### config.mk
export PLATFORM = sky130hd
export DESIGN_NAME = dpsmc_top
export DESIGN_NICKNAME = d
export VERILOG_FILES = /design/src/logic/dpsmc_pkg.sv /design/src/logic/dpsmc_shifter.sv /design/src/logic/dpsmc_top.sv
export SDC_FILE = /design/constraint.sdc
export NUM_CORES = 1
export LEC_CHECK = 0
export BUFFER_PORTS_ARGS = -buffer_cell sky130_fd_sc_hd__buf_2
export CAP_MARGIN = 40
export CORE_MARGIN = 2
export CORE_UTILIZATION = 45
export DETAILED_ROUTE_END_ITERATION = 16
export PLACE_DENSITY_LB_ADDON = 0.15
export SETUP_SLACK_MARGIN = 0.1
export SYNTH_ARGS = -nofsm -noshare
export SYNTH_HDL_FRONTEND = slang
export SYNTH_HIERARCHICAL = 1
export SYNTH_SLANG_ARGS = --single-unit
export TNS_END_PERCENT = 30
### constraint.sdc
create_clock -name pclk -period 10.2 [get_ports pclk]
set_input_delay 2.04 -clock pclk [delete_from_list [all_inputs] [get_ports pclk]]
set_output_delay 2.04 -clock pclk [all_outputs]
set_load 0.01 [all_outputs]
### src/logic/dpsmc_pkg.sv
`default_nettype none

package dpsmc_pkg;

    // Datapath geometry.
    localparam int DW = 8;
    localparam int CFG_WORDS = 8;
    localparam int CFG_WORD_W = 16;
    localparam int ROUTE_CH = 6;
    localparam int NUM_IN = 9;
    localparam int SEL_W = 3;
    localparam int APB_AW = 12;
    localparam int APB_DW = 32;

    // Index of each routed input inside the selector array.
    localparam int IN_ADDR0 = 0;
    localparam int IN_ADDR1 = 1;
    localparam int IN_ADDR2 = 2;
    localparam int IN_QUEUE0 = 3;
    localparam int IN_QUEUE1 = 4;
    localparam int IN_OPER0 = 5;
    localparam int IN_OPER1 = 6;
    localparam int IN_SHIFT = 7;
    localparam int IN_CARRY = 8;

    // Register byte offsets.
    localparam logic [APB_AW-1:0] OFS_SHIFT_CFG = 12'h000;
    localparam logic [APB_AW-1:0] OFS_TOP_BIT = 12'h004;
    localparam logic [APB_AW-1:0] OFS_MASK = 12'h008;
    localparam logic [APB_AW-1:0] OFS_CARRY_CFG = 12'h00C;
    localparam logic [APB_AW-1:0] OFS_INPUT_SEL = 12'h010;
    localparam logic [APB_AW-1:0] OFS_ACCUM = 12'h014;
    localparam logic [APB_AW-1:0] OFS_OPERAND = 12'h018;
    localparam logic [APB_AW-1:0] OFS_QUEUE = 12'h01C;
    localparam logic [APB_AW-1:0] OFS_STATUS = 12'h020;
    localparam logic [APB_AW-1:0] OFS_DYN_BASE = 12'h040;

    // Reset values.
    localparam logic [DW-1:0] RST_MASK = 8'hFF;
    localparam logic [2:0] RST_TOP_IDX = 3'h7;

    typedef enum logic [2:0] {
        FN_PASS = 3'b000,
        FN_INC = 3'b001,
        FN_DEC = 3'b010,
        FN_ADD = 3'b011,
        FN_SUB = 3'b100,
        FN_XOR = 3'b101,
        FN_AND = 3'b110,
        FN_OR = 3'b111
    } dpsmc_func_t;

    typedef enum logic [1:0] {
        SH_PASS = 2'b00,
        SH_LEFT = 2'b01,
        SH_RIGHT = 2'b10,
        SH_SWAP = 2'b11
    } dpsmc_shift_t;

    // Shared by shift-in and carry-in source selection.
    typedef enum logic [1:0] {
        SRC_DEFAULT = 2'b00,
        SRC_REGISTERED = 2'b01,
        SRC_ROUTED = 2'b10,
        SRC_CHAINED = 2'b11
    } dpsmc_src_t;

    typedef enum logic [1:0] {
        QS_NONE = 2'b00,
        QS_ACC0 = 2'b01,
        QS_ACC1 = 2'b10,
        QS_ALU = 2'b11
    } dpsmc_qsrc_t;

    typedef enum logic [1:0] {
        OB_OPER0 = 2'b00,
        OB_OPER1 = 2'b01,
        OB_ACC0 = 2'b10,
        OB_ACC1 = 2'b11
    } dpsmc_opb_t;

    typedef enum logic [1:0] {
        WR_NONE = 2'b00,
        WR_ALU = 2'b01,
        WR_SHIFT = 2'b10,
        WR_QUEUE = 2'b11
    } dpsmc_wr_t;

    // One word of dynamic_config_word memory, bit 0 is func[0].
    typedef struct packed {
        logic spare;
        dpsmc_wr_t acc1_wr;
        dpsmc_wr_t acc0_wr;
        logic crc_feedback_enable;
        logic carry_sel_b;
        logic shift_sel_b;
        dpsmc_shift_t shift;
        dpsmc_opb_t srcb;
        logic srca_acc1;
        dpsmc_func_t func;
    } dpsmc_dyn_word_t;

    typedef struct packed {
        logic msb_shift_in;
        logic default_shift_bit;
        dpsmc_src_t shift_in_source_b;
        dpsmc_src_t shift_in_source_a;
        logic out_sel_left;
    } dpsmc_shift_cfg_t;

    typedef struct packed {
        logic chain_top_bit;
        logic chain_feedback;
        logic top_enable;
        logic [2:0] top_idx;
    } dpsmc_top_cfg_t;

    typedef struct packed {
        dpsmc_qsrc_t queue1_source_select;
        dpsmc_qsrc_t queue0_source_select;
        dpsmc_src_t carry_source_b;
        dpsmc_src_t carry_source_a;
    } dpsmc_carry_cfg_t;

    typedef struct packed {
        logic shift_from_left;
        logic shift_from_right;
        logic carry;
        logic crc_feedback;
        logic top_bit;
    } dpsmc_chain_in_t;

    typedef struct packed {
        logic shift_to_left;
        logic shift_to_right;
        logic carry;
        logic crc_feedback;
        logic top_bit;
    } dpsmc_chain_out_t;

    typedef struct packed {
        logic [CFG_WORDS-1:0][CFG_WORD_W-1:0] dyn;
        dpsmc_shift_cfg_t shift_cfg;
        dpsmc_top_cfg_t top_cfg;
        logic [DW-1:0] alu_result_mask;
        dpsmc_carry_cfg_t carry_cfg;
        logic [NUM_IN-1:0][SEL_W-1:0] in_sel;
        logic [DW-1:0] accumulator_zero;
        logic [DW-1:0] accumulator_one;
        logic [DW-1:0] operand_reg_zero;
        logic [DW-1:0] operand_reg_one;
        logic [DW-1:0] queue0;
        logic [DW-1:0] queue1;
        logic sol;
        logic sor;
        logic carry;
        logic [3:0] load_prev;
        logic [3:0] load_pend;
        logic shift_out;
        dpsmc_chain_out_t chain_out;
        logic [APB_DW-1:0] prdata;
        logic pready;
        logic pslverr;
    } dpsmc_state_t;

endpackage

`default_nettype wire

### src/logic/dpsmc_shifter.sv
`default_nettype none

module dpsmc_shifter #(
    parameter int DW = dpsmc_pkg::DW,
    parameter int IW = $clog2(DW)
) (
    // Value and operation.
    input wire logic [DW-1:0] value,
    input wire dpsmc_pkg::dpsmc_shift_t mode,
    input wire logic [IW-1:0] top_idx,
    // Bits entering at bit 0 and at the top position.
    input wire logic si_left,
    input wire logic si_right,
    // Result and the bits leaving either side.
    output logic [DW-1:0] result,
    output logic shift_out_left,
    output logic shift_out_right
);

    logic [DW-1:0] shl;
    logic [DW-1:0] shr;

    for (genvar i = 0; i < DW; i++) begin : g_bit
        if (i == 0) begin : g_lo
            assign shl[i] = si_left;
        end else begin : g_hi
            assign shl[i] = value[i-1];
        end
        if (i == DW - 1) begin : g_top
            assign shr[i] = si_right;
        end else begin : g_mid
            assign shr[i] = (i == int'(top_idx)) ? si_right : value[i+1];
        end
    end

    assign shift_out_left = value[top_idx];
    assign shift_out_right = value[0];

    always_comb begin
        unique case (mode)
            dpsmc_pkg::SH_PASS: result = value;
            dpsmc_pkg::SH_LEFT: result = shl;
            dpsmc_pkg::SH_RIGHT: result = shr;
            dpsmc_pkg::SH_SWAP: result = {value[DW/2-1:0], value[DW-1:DW/2]};
        endcase
    end

endmodule

`default_nettype wire

### src/logic/dpsmc_top.sv
// What this block does
// - Shifter follows the masked ALU result: pass, left, right or nibble swap.
// - One static bit picks left or right shift-out for the shared output.
// - Without a shift, right out is result LSb, left out is the result bit at the top position.
// - Dynamic word picks shift-in source A or B each cycle.
// - Shift-in data matters only for left and right shifts and for CRC feedback.
// - Source 00 gives the default bit, or top bit on right shift.
// - Source 01 gives the matching shift-out registered last cycle.
// - Source 10 gives the routed shift-in input.
// - Source 11 takes shift-in from the neighbouring slices.
// - Left out comes from top position; right shift enters there.
// - Both shift-out bits are registered every cycle.
// - Bits above the top still shift; their outs are dropped.
// - ALU result is ANDed with a programmable 8-bit mask.
// - Nine inputs, each picked from six routing channels.
// - Three routed address bits pick one of eight 16-bit words.
// - Queue load rising edge loads queue from its source on the second clock edge after it.
// - Operand load rising edge loads operand from its queue on the second clock edge after it.
// - Routed carry matters only when routed carry is selected.
// - Address, shift and carry inputs are levels; loads are edges.
// - Top bit XOR shift-in forms CRC feedback, chained to all slices.
// - Feedback gates operand B when enabled, else forced high.
`default_nettype none

module dpsmc_top #(
    parameter int DW = dpsmc_pkg::DW,
    parameter int ROUTE_CH = dpsmc_pkg::ROUTE_CH
) (
    // Clock and reset.
    input wire logic pclk,
    input wire logic presetn,
    // APB slave.
    input wire logic [dpsmc_pkg::APB_AW-1:0] paddr,
    input wire logic psel,
    input wire logic penable,
    input wire logic pwrite,
    input wire logic [dpsmc_pkg::APB_DW-1:0] pwdata,
    output logic [dpsmc_pkg::APB_DW-1:0] prdata,
    output logic pready,
    output logic pslverr,
    // Routing fabric.
    input wire logic [ROUTE_CH-1:0] route_chan,
    output logic shift_out,
    // Neighbouring slices.
    input wire dpsmc_pkg::dpsmc_chain_in_t chain_in,
    output dpsmc_pkg::dpsmc_chain_out_t chain_out
);

    localparam logic [DW-1:0] ALL_ONES = 8'hFF;
    localparam logic [DW-1:0] ZERO = 8'h00;

    function automatic dpsmc_pkg::dpsmc_state_t reset_state();
        dpsmc_pkg::dpsmc_state_t s;
        s = '0;
        s.alu_result_mask = dpsmc_pkg::RST_MASK;
        s.top_cfg.top_idx = dpsmc_pkg::RST_TOP_IDX;
        return s;
    endfunction

    localparam dpsmc_pkg::dpsmc_state_t RST_STATE = reset_state();

    dpsmc_pkg::dpsmc_state_t s_q;
    dpsmc_pkg::dpsmc_state_t s_d;

    // Routed inputs.
    logic [dpsmc_pkg::NUM_IN-1:0] din;

    for (genvar g = 0; g < dpsmc_pkg::NUM_IN; g++) begin : g_insel
        assign din[g] = (int'(s_q.in_sel[g]) < ROUTE_CH) ? route_chan[s_q.in_sel[g]] : 1'b0;
    end

    logic [2:0] cfg_addr;
    dpsmc_pkg::dpsmc_dyn_word_t dw;
    assign cfg_addr = {din[dpsmc_pkg::IN_ADDR2], din[dpsmc_pkg::IN_ADDR1],
                       din[dpsmc_pkg::IN_ADDR0]};
    assign dw = dpsmc_pkg::dpsmc_dyn_word_t'(s_q.dyn[cfg_addr]);

    // Top bit position; with isolation off the full byte is used.
    logic [2:0] top_idx;
    logic [DW-1:0] low_mask;
    assign top_idx = s_q.top_cfg.top_enable ? s_q.top_cfg.top_idx : dpsmc_pkg::RST_TOP_IDX;
    assign low_mask = ALL_ONES >> (3'h7 - top_idx);

    // Operand sources.
    logic [DW-1:0] srca;
    logic [DW-1:0] srcb;
    assign srca = dw.srca_acc1 ? s_q.accumulator_one : s_q.accumulator_zero;

    always_comb begin
        unique case (dw.srcb)
            dpsmc_pkg::OB_OPER0: srcb = s_q.operand_reg_zero;
            dpsmc_pkg::OB_OPER1: srcb = s_q.operand_reg_one;
            dpsmc_pkg::OB_ACC0: srcb = s_q.accumulator_zero;
            dpsmc_pkg::OB_ACC1: srcb = s_q.accumulator_one;
        endcase
    end

    // A or B source per cycle
    dpsmc_pkg::dpsmc_src_t si_mode;
    assign si_mode = dw.shift_sel_b ? s_q.shift_cfg.shift_in_source_b
                                    : s_q.shift_cfg.shift_in_source_a;

    // Bit entering bit 0 on a left shift; it is also the CRC data input.
    logic si_left;
    always_comb begin
        unique case (si_mode)
            dpsmc_pkg::SRC_DEFAULT: si_left = s_q.shift_cfg.default_shift_bit;
            dpsmc_pkg::SRC_REGISTERED: si_left = s_q.sol;
            dpsmc_pkg::SRC_ROUTED: si_left = din[dpsmc_pkg::IN_SHIFT];
            dpsmc_pkg::SRC_CHAINED: si_left = chain_in.shift_from_right;
        endcase
    end

    logic top_bit;
    logic feedback_raw;
    logic feedback;
    assign top_bit = s_q.top_cfg.chain_top_bit ? chain_in.top_bit : srca[top_idx];
    assign feedback_raw = s_q.top_cfg.chain_feedback ? chain_in.crc_feedback
                                                     : (si_left ^ top_bit);
    assign feedback = dw.crc_feedback_enable ? feedback_raw : 1'b1;

    logic [DW-1:0] srcb_g;
    assign srcb_g = srcb & {DW{feedback}};

    // Carry in and the second adder operand.
    logic arith;
    logic borrow;
    logic cin;
    logic [DW-1:0] opb;
    dpsmc_pkg::dpsmc_src_t ci_mode;
    assign arith = dw.func inside {dpsmc_pkg::FN_INC, dpsmc_pkg::FN_DEC, dpsmc_pkg::FN_ADD,
                                   dpsmc_pkg::FN_SUB};
    assign borrow = dw.func inside {dpsmc_pkg::FN_DEC, dpsmc_pkg::FN_SUB};
    assign ci_mode = dw.carry_sel_b ? s_q.carry_cfg.carry_source_b
                                    : s_q.carry_cfg.carry_source_a;

    always_comb begin
        unique case (dw.func)
            dpsmc_pkg::FN_INC: opb = ZERO;
            dpsmc_pkg::FN_DEC: opb = ALL_ONES;
            dpsmc_pkg::FN_SUB: opb = ~srcb_g;
            default: opb = srcb_g;
        endcase
    end

    always_comb begin
        unique case (ci_mode)
            dpsmc_pkg::SRC_DEFAULT: cin = (dw.func == dpsmc_pkg::FN_INC) ||
                                          (dw.func == dpsmc_pkg::FN_SUB);
            dpsmc_pkg::SRC_REGISTERED: cin = s_q.carry;
            dpsmc_pkg::SRC_ROUTED: cin = din[dpsmc_pkg::IN_CARRY] ^ borrow;
            dpsmc_pkg::SRC_CHAINED: cin = chain_in.carry;
        endcase
    end

    // Full sum for the result; a sum of the isolated bits for carry out.
    logic [DW:0] sum;
    logic [DW:0] low_sum;
    logic carry_raw;
    assign sum = {1'b0, srca} + {1'b0, opb} + {{DW{1'b0}}, cin};
    assign low_sum = {1'b0, srca & low_mask} + {1'b0, opb & low_mask} + {{DW{1'b0}}, cin};
    assign carry_raw = low_sum[{1'b0, top_idx} + 4'h1];

    logic [DW-1:0] alu;
    always_comb begin
        unique case (dw.func)
            dpsmc_pkg::FN_PASS: alu = srca;
            dpsmc_pkg::FN_INC: alu = sum[DW-1:0];
            dpsmc_pkg::FN_DEC: alu = sum[DW-1:0];
            dpsmc_pkg::FN_ADD: alu = sum[DW-1:0];
            dpsmc_pkg::FN_SUB: alu = sum[DW-1:0];
            dpsmc_pkg::FN_XOR: alu = srca ^ srcb_g;
            dpsmc_pkg::FN_AND: alu = srca & srcb_g;
            dpsmc_pkg::FN_OR: alu = srca | srcb_g;
        endcase
    end

    logic [DW-1:0] res;
    assign res = alu & s_q.alu_result_mask;

    // Bit entering the top position on a right shift.
    logic si_right;
    always_comb begin
        unique case (si_mode)
            dpsmc_pkg::SRC_DEFAULT: si_right = s_q.shift_cfg.msb_shift_in ? res[top_idx]
                                                                         : s_q.shift_cfg.default_shift_bit;
            dpsmc_pkg::SRC_REGISTERED: si_right = s_q.sor;
            dpsmc_pkg::SRC_ROUTED: si_right = din[dpsmc_pkg::IN_SHIFT];
            dpsmc_pkg::SRC_CHAINED: si_right = chain_in.shift_from_left;
        endcase
    end

    logic [DW-1:0] sh_val;
    logic sol;
    logic sor;
    dpsmc_shifter #(
        .DW(DW)
    ) u_shifter (
        .value(res),
        .mode(dw.shift),
        .top_idx(top_idx),
        .si_left(si_left),
        .si_right(si_right),
        .result(sh_val),
        .shift_out_left(sol),
        .shift_out_right(sor)
    );

    // Register decode; misaligned addresses count as unmapped.
    logic dyn_hit;
    logic hit;
    assign dyn_hit = (paddr[11:5] == dpsmc_pkg::OFS_DYN_BASE[11:5]) && (paddr[1:0] == 2'b00);
    assign hit = dyn_hit || (paddr inside {dpsmc_pkg::OFS_SHIFT_CFG, dpsmc_pkg::OFS_TOP_BIT,
        dpsmc_pkg::OFS_MASK, dpsmc_pkg::OFS_CARRY_CFG, dpsmc_pkg::OFS_INPUT_SEL,
        dpsmc_pkg::OFS_ACCUM, dpsmc_pkg::OFS_OPERAND, dpsmc_pkg::OFS_QUEUE,
        dpsmc_pkg::OFS_STATUS});

    logic [dpsmc_pkg::APB_DW-1:0] rd;
    always_comb begin
        rd = '0;
        if (dyn_hit) begin
            rd[dpsmc_pkg::CFG_WORD_W-1:0] = s_q.dyn[paddr[4:2]];
        end else begin
            unique case (paddr)
                dpsmc_pkg::OFS_SHIFT_CFG: rd[6:0] = s_q.shift_cfg;
                dpsmc_pkg::OFS_TOP_BIT: rd[5:0] = s_q.top_cfg;
                dpsmc_pkg::OFS_MASK: rd[7:0] = s_q.alu_result_mask;
                dpsmc_pkg::OFS_CARRY_CFG: rd[7:0] = s_q.carry_cfg;
                dpsmc_pkg::OFS_INPUT_SEL: rd[26:0] = s_q.in_sel;
                dpsmc_pkg::OFS_ACCUM: rd[15:0] = {s_q.accumulator_one, s_q.accumulator_zero};
                dpsmc_pkg::OFS_OPERAND: rd[15:0] = {s_q.operand_reg_one, s_q.operand_reg_zero};
                dpsmc_pkg::OFS_QUEUE: rd[15:0] = {s_q.queue1, s_q.queue0};
                dpsmc_pkg::OFS_STATUS: rd[13:0] = {top_bit, feedback_raw, s_q.carry, s_q.sor,
                                                   s_q.sol, s_q.shift_out, res};
                default: rd = '0;
            endcase
        end
    end

    function automatic logic [DW-1:0] queue_src(dpsmc_pkg::dpsmc_qsrc_t sel, logic [DW-1:0] held,
                                                 logic [DW-1:0] a0, logic [DW-1:0] a1,
                                                 logic [DW-1:0] r);
        unique case (sel)
            dpsmc_pkg::QS_NONE: return held;
            dpsmc_pkg::QS_ACC0: return a0;
            dpsmc_pkg::QS_ACC1: return a1;
            dpsmc_pkg::QS_ALU: return r;
        endcase
    endfunction

    always_comb begin
        s_d = s_q;

        s_d.sol = sol;
        s_d.sor = sor;
        if (arith) begin
            s_d.carry = carry_raw;
        end

        s_d.shift_out = s_q.shift_cfg.out_sel_left ? sol : sor;
        s_d.chain_out.shift_to_left = sol;
        s_d.chain_out.shift_to_right = sor;
        s_d.chain_out.carry = carry_raw ^ borrow;
        s_d.chain_out.crc_feedback = feedback_raw;
        s_d.chain_out.top_bit = top_bit;

        s_d.load_prev = {din[dpsmc_pkg::IN_OPER1], din[dpsmc_pkg::IN_OPER0],
                         din[dpsmc_pkg::IN_QUEUE1], din[dpsmc_pkg::IN_QUEUE0]};
        s_d.load_pend = s_d.load_prev & ~s_q.load_prev;

        if (s_q.load_pend[0]) begin
            s_d.queue0 = queue_src(s_q.carry_cfg.queue0_source_select, s_q.queue0,
                                   s_q.accumulator_zero, s_q.accumulator_one, res);
        end
        if (s_q.load_pend[1]) begin
            s_d.queue1 = queue_src(s_q.carry_cfg.queue1_source_select, s_q.queue1,
                                   s_q.accumulator_zero, s_q.accumulator_one, res);
        end
        if (s_q.load_pend[2]) begin
            s_d.operand_reg_zero = s_q.queue0;
        end
        if (s_q.load_pend[3]) begin
            s_d.operand_reg_one = s_q.queue1;
        end

        unique case (dw.acc0_wr)
            dpsmc_pkg::WR_NONE: s_d.accumulator_zero = s_q.accumulator_zero;
            dpsmc_pkg::WR_ALU: s_d.accumulator_zero = res;
            dpsmc_pkg::WR_SHIFT: s_d.accumulator_zero = sh_val;
            dpsmc_pkg::WR_QUEUE: s_d.accumulator_zero = s_q.queue0;
        endcase
        unique case (dw.acc1_wr)
            dpsmc_pkg::WR_NONE: s_d.accumulator_one = s_q.accumulator_one;
            dpsmc_pkg::WR_ALU: s_d.accumulator_one = res;
            dpsmc_pkg::WR_SHIFT: s_d.accumulator_one = sh_val;
            dpsmc_pkg::WR_QUEUE: s_d.accumulator_one = s_q.queue1;
        endcase

        // One wait state: read data is captured in the first access cycle, write data in the second.
        s_d.pready = 1'b0;
        s_d.pslverr = 1'b0;
        if (psel && penable && !s_q.pready) begin
            s_d.pready = 1'b1;
            s_d.pslverr = !hit;
            s_d.prdata = (pwrite || !hit) ? '0 : rd;
        end

        // A software write wins over a datapath update in the same cycle.
        if (psel && penable && s_q.pready && pwrite && hit) begin
            if (dyn_hit) begin
                s_d.dyn[paddr[4:2]] = pwdata[dpsmc_pkg::CFG_WORD_W-1:0];
            end else begin
                unique case (paddr)
                    dpsmc_pkg::OFS_SHIFT_CFG: s_d.shift_cfg = pwdata[6:0];
                    dpsmc_pkg::OFS_TOP_BIT: s_d.top_cfg = pwdata[5:0];
                    dpsmc_pkg::OFS_MASK: s_d.alu_result_mask = pwdata[7:0];
                    dpsmc_pkg::OFS_CARRY_CFG: s_d.carry_cfg = pwdata[7:0];
                    dpsmc_pkg::OFS_INPUT_SEL: s_d.in_sel = pwdata[26:0];
                    dpsmc_pkg::OFS_ACCUM: begin
                        s_d.accumulator_zero = pwdata[7:0];
                        s_d.accumulator_one = pwdata[15:8];
                    end
                    dpsmc_pkg::OFS_OPERAND: begin
                        s_d.operand_reg_zero = pwdata[7:0];
                        s_d.operand_reg_one = pwdata[15:8];
                    end
                    default: s_d.prdata = s_d.prdata;
                endcase
            end
        end
    end

    always_ff @(posedge pclk or negedge presetn) begin
        if (!presetn) begin
            s_q <= RST_STATE;
        end else begin
            s_q <= s_d;
        end
    end

    assign prdata = s_q.prdata;
    assign pready = s_q.pready;
    assign pslverr = s_q.pslverr;
    assign shift_out = s_q.shift_out;
    assign chain_out = s_q.chain_out;

endmodule

`default_nettype wire

; ---- Yosys cells after proc, flatten, opt, wreduce, memory -nomap -nowiden
; Cells that the tools add are included.
[op_classes]
n_addsub = 6
n_mul = 0
div_mod_pow = 0
n_lt_le_gt_ge = 23
n_eq_ne = 46
shifts = 1
muxes = 83
n_bitwise = 16
reduce_logical = 36
[op_table]
columns = cell, count
row1 = bitwise mux 128 bit, 1
row2 = one-hot mux 8 bit (4 select lines), 4
row3 = binary-select mux 16 bit (select 3 bit), 2
row4 = 2-to-1 mux 16 bit, 5
row5 = one-hot mux 8 bit (3 select lines), 3
row6 = 2-to-1 mux 32 bit, 2
row7 = one-hot mux 6 bit (9 select lines), 1
row8 = demux 16 bit (select 3 bit), 1
row9 = == test 12 x 5 -> 1 bit (second input constant), 4
row10 = < comparator 3 x 4 -> 1 bit (second input constant), 12
row11 = bitwise AND 8 bit, 5
row12 = one-hot mux 8 bit (5 select lines), 1
row13 = binary-select mux 1 bit (select 3 bit), 11
row14 = 2-to-1 mux 1 bit, 33
row15 = == test 2 bit (second input constant), 16
row16 = one-hot mux 6 bit (5 select lines), 1
row17 = < comparator 3 bit (second input constant), 9
row18 = 2-to-1 mux 27 bit, 1
row19 = == test 12 x 4 -> 1 bit (second input constant), 2
row20 = 2-to-1 mux 8 bit, 3
row21 = 2-to-1 mux 11 bit, 2
row22 = logical NOT 2 bit, 9
row23 = == test 2 x 1 -> 1 bit (second input constant), 8
row24 = 2-to-1 mux 15 bit, 1
row25 = other kinds (42), 74
[word_totals]
ff_bits = 281
latch_bits = 0
ram_bits = 0
mem_bits_ro = 0
inputBits = 60
output_inout_bits = 40
wordCells = 260
n_memories = 0

; ---- Depth between registers and ports, before layout
; Gate-level depths: netlist of run 1.
[logic_depth]
word_depth = 29
ltp_mapped = 38

; ---- Hierarchy
; Netlist of run 1, hierarchy kept.
[by_module_without_submodules]
columns = mod, instances, cells_each, area_per_inst_um2, seq_area_each_um2
row1 = dpsmc_top, 1, 1752, 18029.8, 6920.4
row2 = dpsmc_shifter, 1, 31, 422.9, 0.0

; ---- Worst setup path before layout of run 1
; OpenSTA, ideal clock, no wires.
[synth_timing]
kind = input port to flip-flop
startpoint = input port route_chan[3]
endpoint = register s_q[92] in the netlist's numbering
setup_ps = 135
t_arrival_ps = 9138
required_ps = 10065
setup_slack_ps = 927
path_stages = 33
path_buffers = 1
path_cell_list = buf_4 -> mux2_4 -> a22o_1 -> a311oi_1 -> a22oi_1 -> mux2_4 -> mux2i_4 -> or4_1 -> nand3_1 -> a21o_4 -> nand2_1 -> nand2_1 -> inv_2 -> o21a_1 -> or3_1 -> ha_1 -> nor2b_1 -> o21ai_0 -> nand2b_1 -> a311oi_1 -> o21bai_1 -> a21o_1 -> xnor2_1 -> a311o_1 -> o21ai_0 -> a211o_1 -> a211oi_2 -> o311ai_1 -> mux2_1 -> mux4_2 -> mux2_2 -> o21ai_0 -> o21ai_0
[synth_lines]
columns = item, line_no
row1 = start: declaration, dpsmc_top.sv:42  ; input wire logic [ROUTE_CH-1:0] route_chan,
row2 = end signal: assignment, dpsmc_top.sv:335  ; s_q <= RST_STATE;
row3 = end signal: assignment, dpsmc_top.sv:337  ; s_q <= s_d;
row4 = end: declaration, dpsmc_top.sv:62  ; dpsmc_pkg::dpsmc_state_t s_q;

==> run metrics, run 1 <==
outcome finished clean; asr flop ratio synth 100%; Die Width 207 um; gr usage total 29.4%; final hold vios 0; fillers 3692; initial core utilization 45.4%; Post-Layout Inst Area 20700 um2; clock transition at the registers of the reported paths 60 ps; synthesized-area fraction occupied by adder cells 2.56%; synthesized cell area 18500 um2; CP max FO 8; Hold Buf Count CTS 0; DR pass1 iterations 9; WS Path Type input port to register; WP data required 10660 ps; Worst EP arrival 10070 ps; first-pass GRT wire length 93700 um; min cycle time layout 9610 ps; DRT antenna net count 0; Critical Path Start Type input port; Worst setup EP type register; Post-synth EDFFs 0; Max VDD drop 0.000124 V; # H-tree levels 1; Synth Warn # 6; Residual DRC 0; RSZ-0062 raised after global routing false; skew final 17.3 ps; initial antenna violation count 0; P_leak 9.49 nW; Final setup viols 0; CTS Buf Count 31; cells after synthesis 1783; grt ovf 0; Vias per Instance 6.33; Top delay family on crit path compound AO/OA/AOI/OAI gates; Avg Inst Size Synth 10.3 um2; HP Class register to register; power per standard cell area 130 nW/um2; Clock Path Buffers 3; commonest non-fill, non-tap cell in the layout dfrtp_1; xor/xnor share of the synthesized area 0.332%; Clk Latency, worst-skew pair 590 ps; slowest CP cell or4_1; initial drt markers 1566; relative slew slack 31.9%; DP HPWL 45100 um; DRT Wirelength 62300 um; Post-Place Cell Area 19600 um2; n_diodes 0; most frequent cells in the layout 265 x dfrtp_1, 229 x mux2_2, 186 x nand2_1; mux contribution to synthesized area 28.8%; DIE AREA 42600 um2; maximum clock rate 0.104 GHz; Sink Count 276; Row Count 74; P&R area growth vs syn 12.1%; simple-gate share of the synthesized area 12.3%; Yosys reg bits 276; ratio of cells with drive above 1 in the final layout 30.2%; TritonCTS clock tree yes; Netlist cell types 80; compound-gate portion of the synthesized area 13.4%; Tightest Pin Transition 1020 ps; Max-Cap Viols 0; DR WL/cell 26.1 um; ys flop type dfrtp_1; height of the die 207 um; main combinational cell family by area after synthesis multiplexers; slowest cell delay on critical path 630 ps; Seq/Total Area, Yosys 37.5%; vias in the first global route 14600; via count 15200; Slew Viols, Final 0; largest net degree at the start of global routing 172; WP buf/inv 4; nets@finish 1932; I/O pin count 100; Core Region 40600 um2; Setup TNS 0 ps; Final Wtd Congestion 0.945; period utilization 94.2%; Buffers on Ports 89; CTS Root Buffer Type clkbuf_16
[report_power, final]
part / total [mW] / internal, mW / switching [mW] / leakage (nW)
Clock: 1.17 / 0.691 / 0.480 / 0.522
Sequential: 1.13 / 1.10 / 0.0256 / 3.78
Combinational: 0.396 / 0.152 / 0.244 / 5.19
[layout make-up]
| class | count | area (um2) | area share, % |
|---|---|---|---|
| clock buffers | 48 | 950 | 4.59 |
| clock inverters | 9 | 119 | 0.575 |
| inverters | 40 | 150 | 0.726 |
| multi-input cells | 1310 | 10700 | 51.5 |
| flip-flops and latches | 276 | 6920 | 33.5 |
| well taps | 532 | 666 | 3.22 |
| repair buffers | 177 | 1220 | 5.90 |
[cells in the mapped netlist (7+ instances only)]
cell / number / share of area [%]
dfrtp_1: 265 / 36
mux2_2: 229 / 14
nand2_1: 186 / 3.8
mux2i_1: 126 / 6.8
nor2_1: 87 / 1.8
clkbuf_1: 86 / 1.7
a21oi_1: 83 / 2.3
o21ai_0: 83 / 2.3
nand3_1: 63 / 1.7
mux4_2: 57 / 7.0
buf_4: 39 / 1.6
inv_1: 38 / 0.77
ha_1: 33 / 2.2
buf_1: 23 / 0.47
nor2b_1: 23 / 0.78
and3_1: 21 / 0.71
nor3_1: 20 / 0.54
a22o_1: 19 / 0.90
nand2b_1: 19 / 0.64
a211oi_1: 17 / 0.69
a22oi_1: 15 / 0.61
o22a_1: 15 / 0.71
o22ai_1: 14 / 0.47
and2_1: 12 / 0.41
a21o_1: 11 / 0.45
a221oi_1: 11 / 0.52
dfstp_2: 11 / 1.6
nor3b_1: 11 / 0.45
o211ai_1: 9 / 0.37
a211o_1: 8 / 0.38
nand3b_1: 8 / 0.33
a31oi_1: 7 / 0.24
buf_2: 7 / 0.19
nand4_1: 7 / 0.24
[state kept, by name (all words and copies together), names as in the netlist]
register and count:
prdata 27, s_q 241, shift_out 1, pslverr 1
chain_out 5, pready 1
[logic make-up after synthesis]
kind of cell	count (synthesis)
buffers and inverters	201
AND/OR/NAND/NOR	477
other	1
flip-flops	276
AO/OA/AOI/OAI	361
XOR/XNOR	7
adder cells (fa/ha/maj)	36
multiplexers	424
[timing repair]
item / in CTS / in global routing
setup buffers: 0 / 0
endpoints found under the setup margin: 0 / 1
gates resized for setup: 0 / 1
[routing by layer]
layer  up-vias  track usage (%)  part of all wire (%)
met5         -                0                     0
met4         0             10.6                   4.1
met3       142             3.66                   7.2
met2       661             46.2                    45
met1      7671             41.9                    44
li1       6679                -                     -
[final timing paths]
path	to	slack [ps]	cells after the start	from
max	s_q[94]	590	35	route_chan[2]
min	s_q[41]	400	1	s_q[45]
max reg2reg	s_q[94]	1630	34	s_q[99]
min reg2reg	s_q[41]	400	1	s_q[45]
max in group asynchronous	s_q[66]	7270	2	presetn
min in group asynchronous	s_q[223]	1480	1	presetn
[metrics by stage]
step           worst slack [ps]  cells  power, mW  hold WS (ps)  utilization [%]
3_5_place_dp               58.4   2335       1.54           388             48.2
6_report                    587   2392       2.70           398             50.9
5_1_grt                     167   2392       2.81           402             50.9
2_1_floorplan               927   1787       1.39           378                -
4_1_cts                     626   2392       2.71           396             50.9
3_3_place_gp                168   2326       1.53           384             47.9
(Power assumes the default switching activity.)
==> run 2: changes to the inputs <==
--- a/config.mk
+++ b/config.mk
@@ -5,6 +5,7 @@
 export SDC_FILE = /design/constraint.sdc
 export NUM_CORES = 1
 export LEC_CHECK = 0
+export ABC_AREA = 1
 export BUFFER_PORTS_ARGS = -buffer_cell sky130_fd_sc_hd__buf_2
 export CAP_MARGIN = 40
 export CORE_MARGIN = 2
==> run metrics, run 2 <==
Top delay family on crit path simple AND/OR/NAND/NOR gates; grt ovf 0; most frequent cells in the layout 565 x nand2_1, 292 x o21ai_0, 265 x dfrtp_1; Critical Path Start Type input port; Setup TNS 0 ps; height of the die 200 um; slowest cell delay on critical path 710 ps; outcome finished clean; hold path start s_q[44]; gr usage total 33.3%; Residual DRC 0; Clk Latency, worst-skew pair 550 ps; largest net degree at the start of global routing 159; WS Path Type input port to register; Die Width 200 um; final total power 2.85 mW; Max VDD drop 0.000120 V; Vias per Instance 5.85; Slew Viols, Final 0; Post-synth EDFFs 0; top cell type's share of synthesized area 38.4%; nets@finish 2447; asr flop ratio synth 100%; period utilization 87.2%; R2R cell count 43; Core Region 37800 um2; Clock Path Buffers 3; final hold vios 0; clock transition at the registers of the reported paths 60 ps; Worst EP arrival 9360 ps; RSZ-0062 raised after global routing false; Worst R2R Setup Slack 2530 ps; top cells by area, synth dfrtp_1 38%, nand2_1 12%, o21ai_0 8.5%; Hold Path End s_q[40]; Avg Inst Size Synth 7.43 um2; cells after synthesis 2322; initial core utilization 45.7%; cts repair resizes 0; n_diodes 0; skew final 16.0 ps; max reg flops 241; ys flop type dfrtp_1; CP max FO 14; Worst setup EP type register; R2R Path Start s_q[102]; commonest non-fill, non-tap cell in the layout nand2_1; most used cell, CP nand2_1; Final Wtd Congestion 0.985; Final setup viols 0; min cycle time layout 8890 ps; HP Class register to register; hold slack 391 ps; I/O pin count 100; Largest Register s_q; Netlist cell types 70; initial antenna violation count 1; Crit Reg-Reg Endpoint s_q[84]; first-pass GRT wire length 98200 um; vias in the first global route 15600; hold path depth 1; top cells by count, synth 565 x nand2_1, 293 x o21ai_0, 265 x dfrtp_1, 251 x inv_1, 134 x nor2_1; # H-tree levels 2; Yosys reg bits 276; maximum clock rate 0.112 GHz; Buffers on Ports 89; relative slew slack 35.6%; Tightest Pin Transition 965 ps; Seq/Total Area, Yosys 40.1%; CTS Root Buffer Type clkbuf_16; Row Count 71; DR pass1 iterations 6; CTS Buf Count 34; power per standard cell area 149 nW/um2; Synth Warn # 6; ratio of cells with drive above 1 in the final layout 12.6%; DRT antenna net count 0; P&R area growth vs syn 10.9%; initial drt markers 1679; DIE AREA 39900 um2; Max-Cap Viols 0; most common cell in the netlist nand2_1; DRT Wirelength 65500 um; DP HPWL 47300 um; slowest CP cell o21ai_2; Sink Count 276; WP buf/inv 5; DR WL/cell 22.7 um; via count 16900; Hold Buf Count CTS 0; number of setup buffers added after CTS 0; TritonCTS clock tree yes; synthesized cell area 17300 um2; WP data required 10670 ps; area leader, netlist dfrtp_1; P_leak 8.83 nW
==> run 2: metal layers <==
layer  up-vias  GRT usage, %  share of wire [%]  wire length (um)
li1       7880             -                  -                 -
met1      8084          44.8                 41             27200
met2       769          52.4                 45             29700
met3       155          5.53                8.0              5250
met4         0          16.1                5.1              3360
met5         -             0                  0                 0
==> run 2: through the flow <==
| stage | instance area, um2 | cells | util, % | worst slack (ps) |
|---|---|---|---|---|
| final | 19100 | 2887 | 50.7 | 1310 |
| after global routing | 19100 | 2887 | 50.7 | 711 |
| after CTS | 19100 | 2887 | 50.7 | 1550 |
| after detailed placement | 18000 | 2826 | 47.6 | 1020 |
| after global placement | 17900 | 2815 | 47.3 | 1070 |
| after floorplan | 17300 | 2326 | - | 2860 |
==> run 2: cell families after synthesis <==
| kind of cell | Yosys count | synth area share, % |
|---|---|---|
| AO/OA/AOI/OAI | 683 | 23.8 |
| XOR/XNOR | 9 | 0.457 |
| adder cells (fa/ha/maj) | 36 | 2.74 |
| buffers and inverters | 425 | 10.4 |
| flip-flops | 276 | 40.1 |
| multiplexers | 3 | 0.189 |
| other | 1 | 0.0217 |
| AND/OR/NAND/NOR | 889 | 22.3 |
==> run 2: worst max path at each step <==
stage	end	start	cells past startpoint	slack, ps
floorplan	s_q[96]	route_chan[4]	41	2860
detailed placement	s_q[86]	route_chan[3]	44	1020
global placement	s_q[83]	route_chan[0]	44	1070
CTS	s_q[84]	route_chan[3]	44	1550
global route	s_q[87]	route_chan[3]	44	710
finish	s_q[84]	route_chan[3]	44	1310
==> run 2: final cells by class <==
cell class | instances | area [um2]
fill | 3805 | 18600
multi-input combinational | 1625 | 8550
sequential | 276 | 6920
inverter | 288 | 1090
clock buffer | 50 | 1010
timing repair buffer | 126 | 781
tap | 511 | 639
clock inverter | 11 | 129
==> run 2: power by group <==
part           total, mW  switching (mW)  internal [mW]
combinational      0.472           0.327          0.145
sequential          1.13          0.0238           1.11
clock               1.24           0.498          0.744
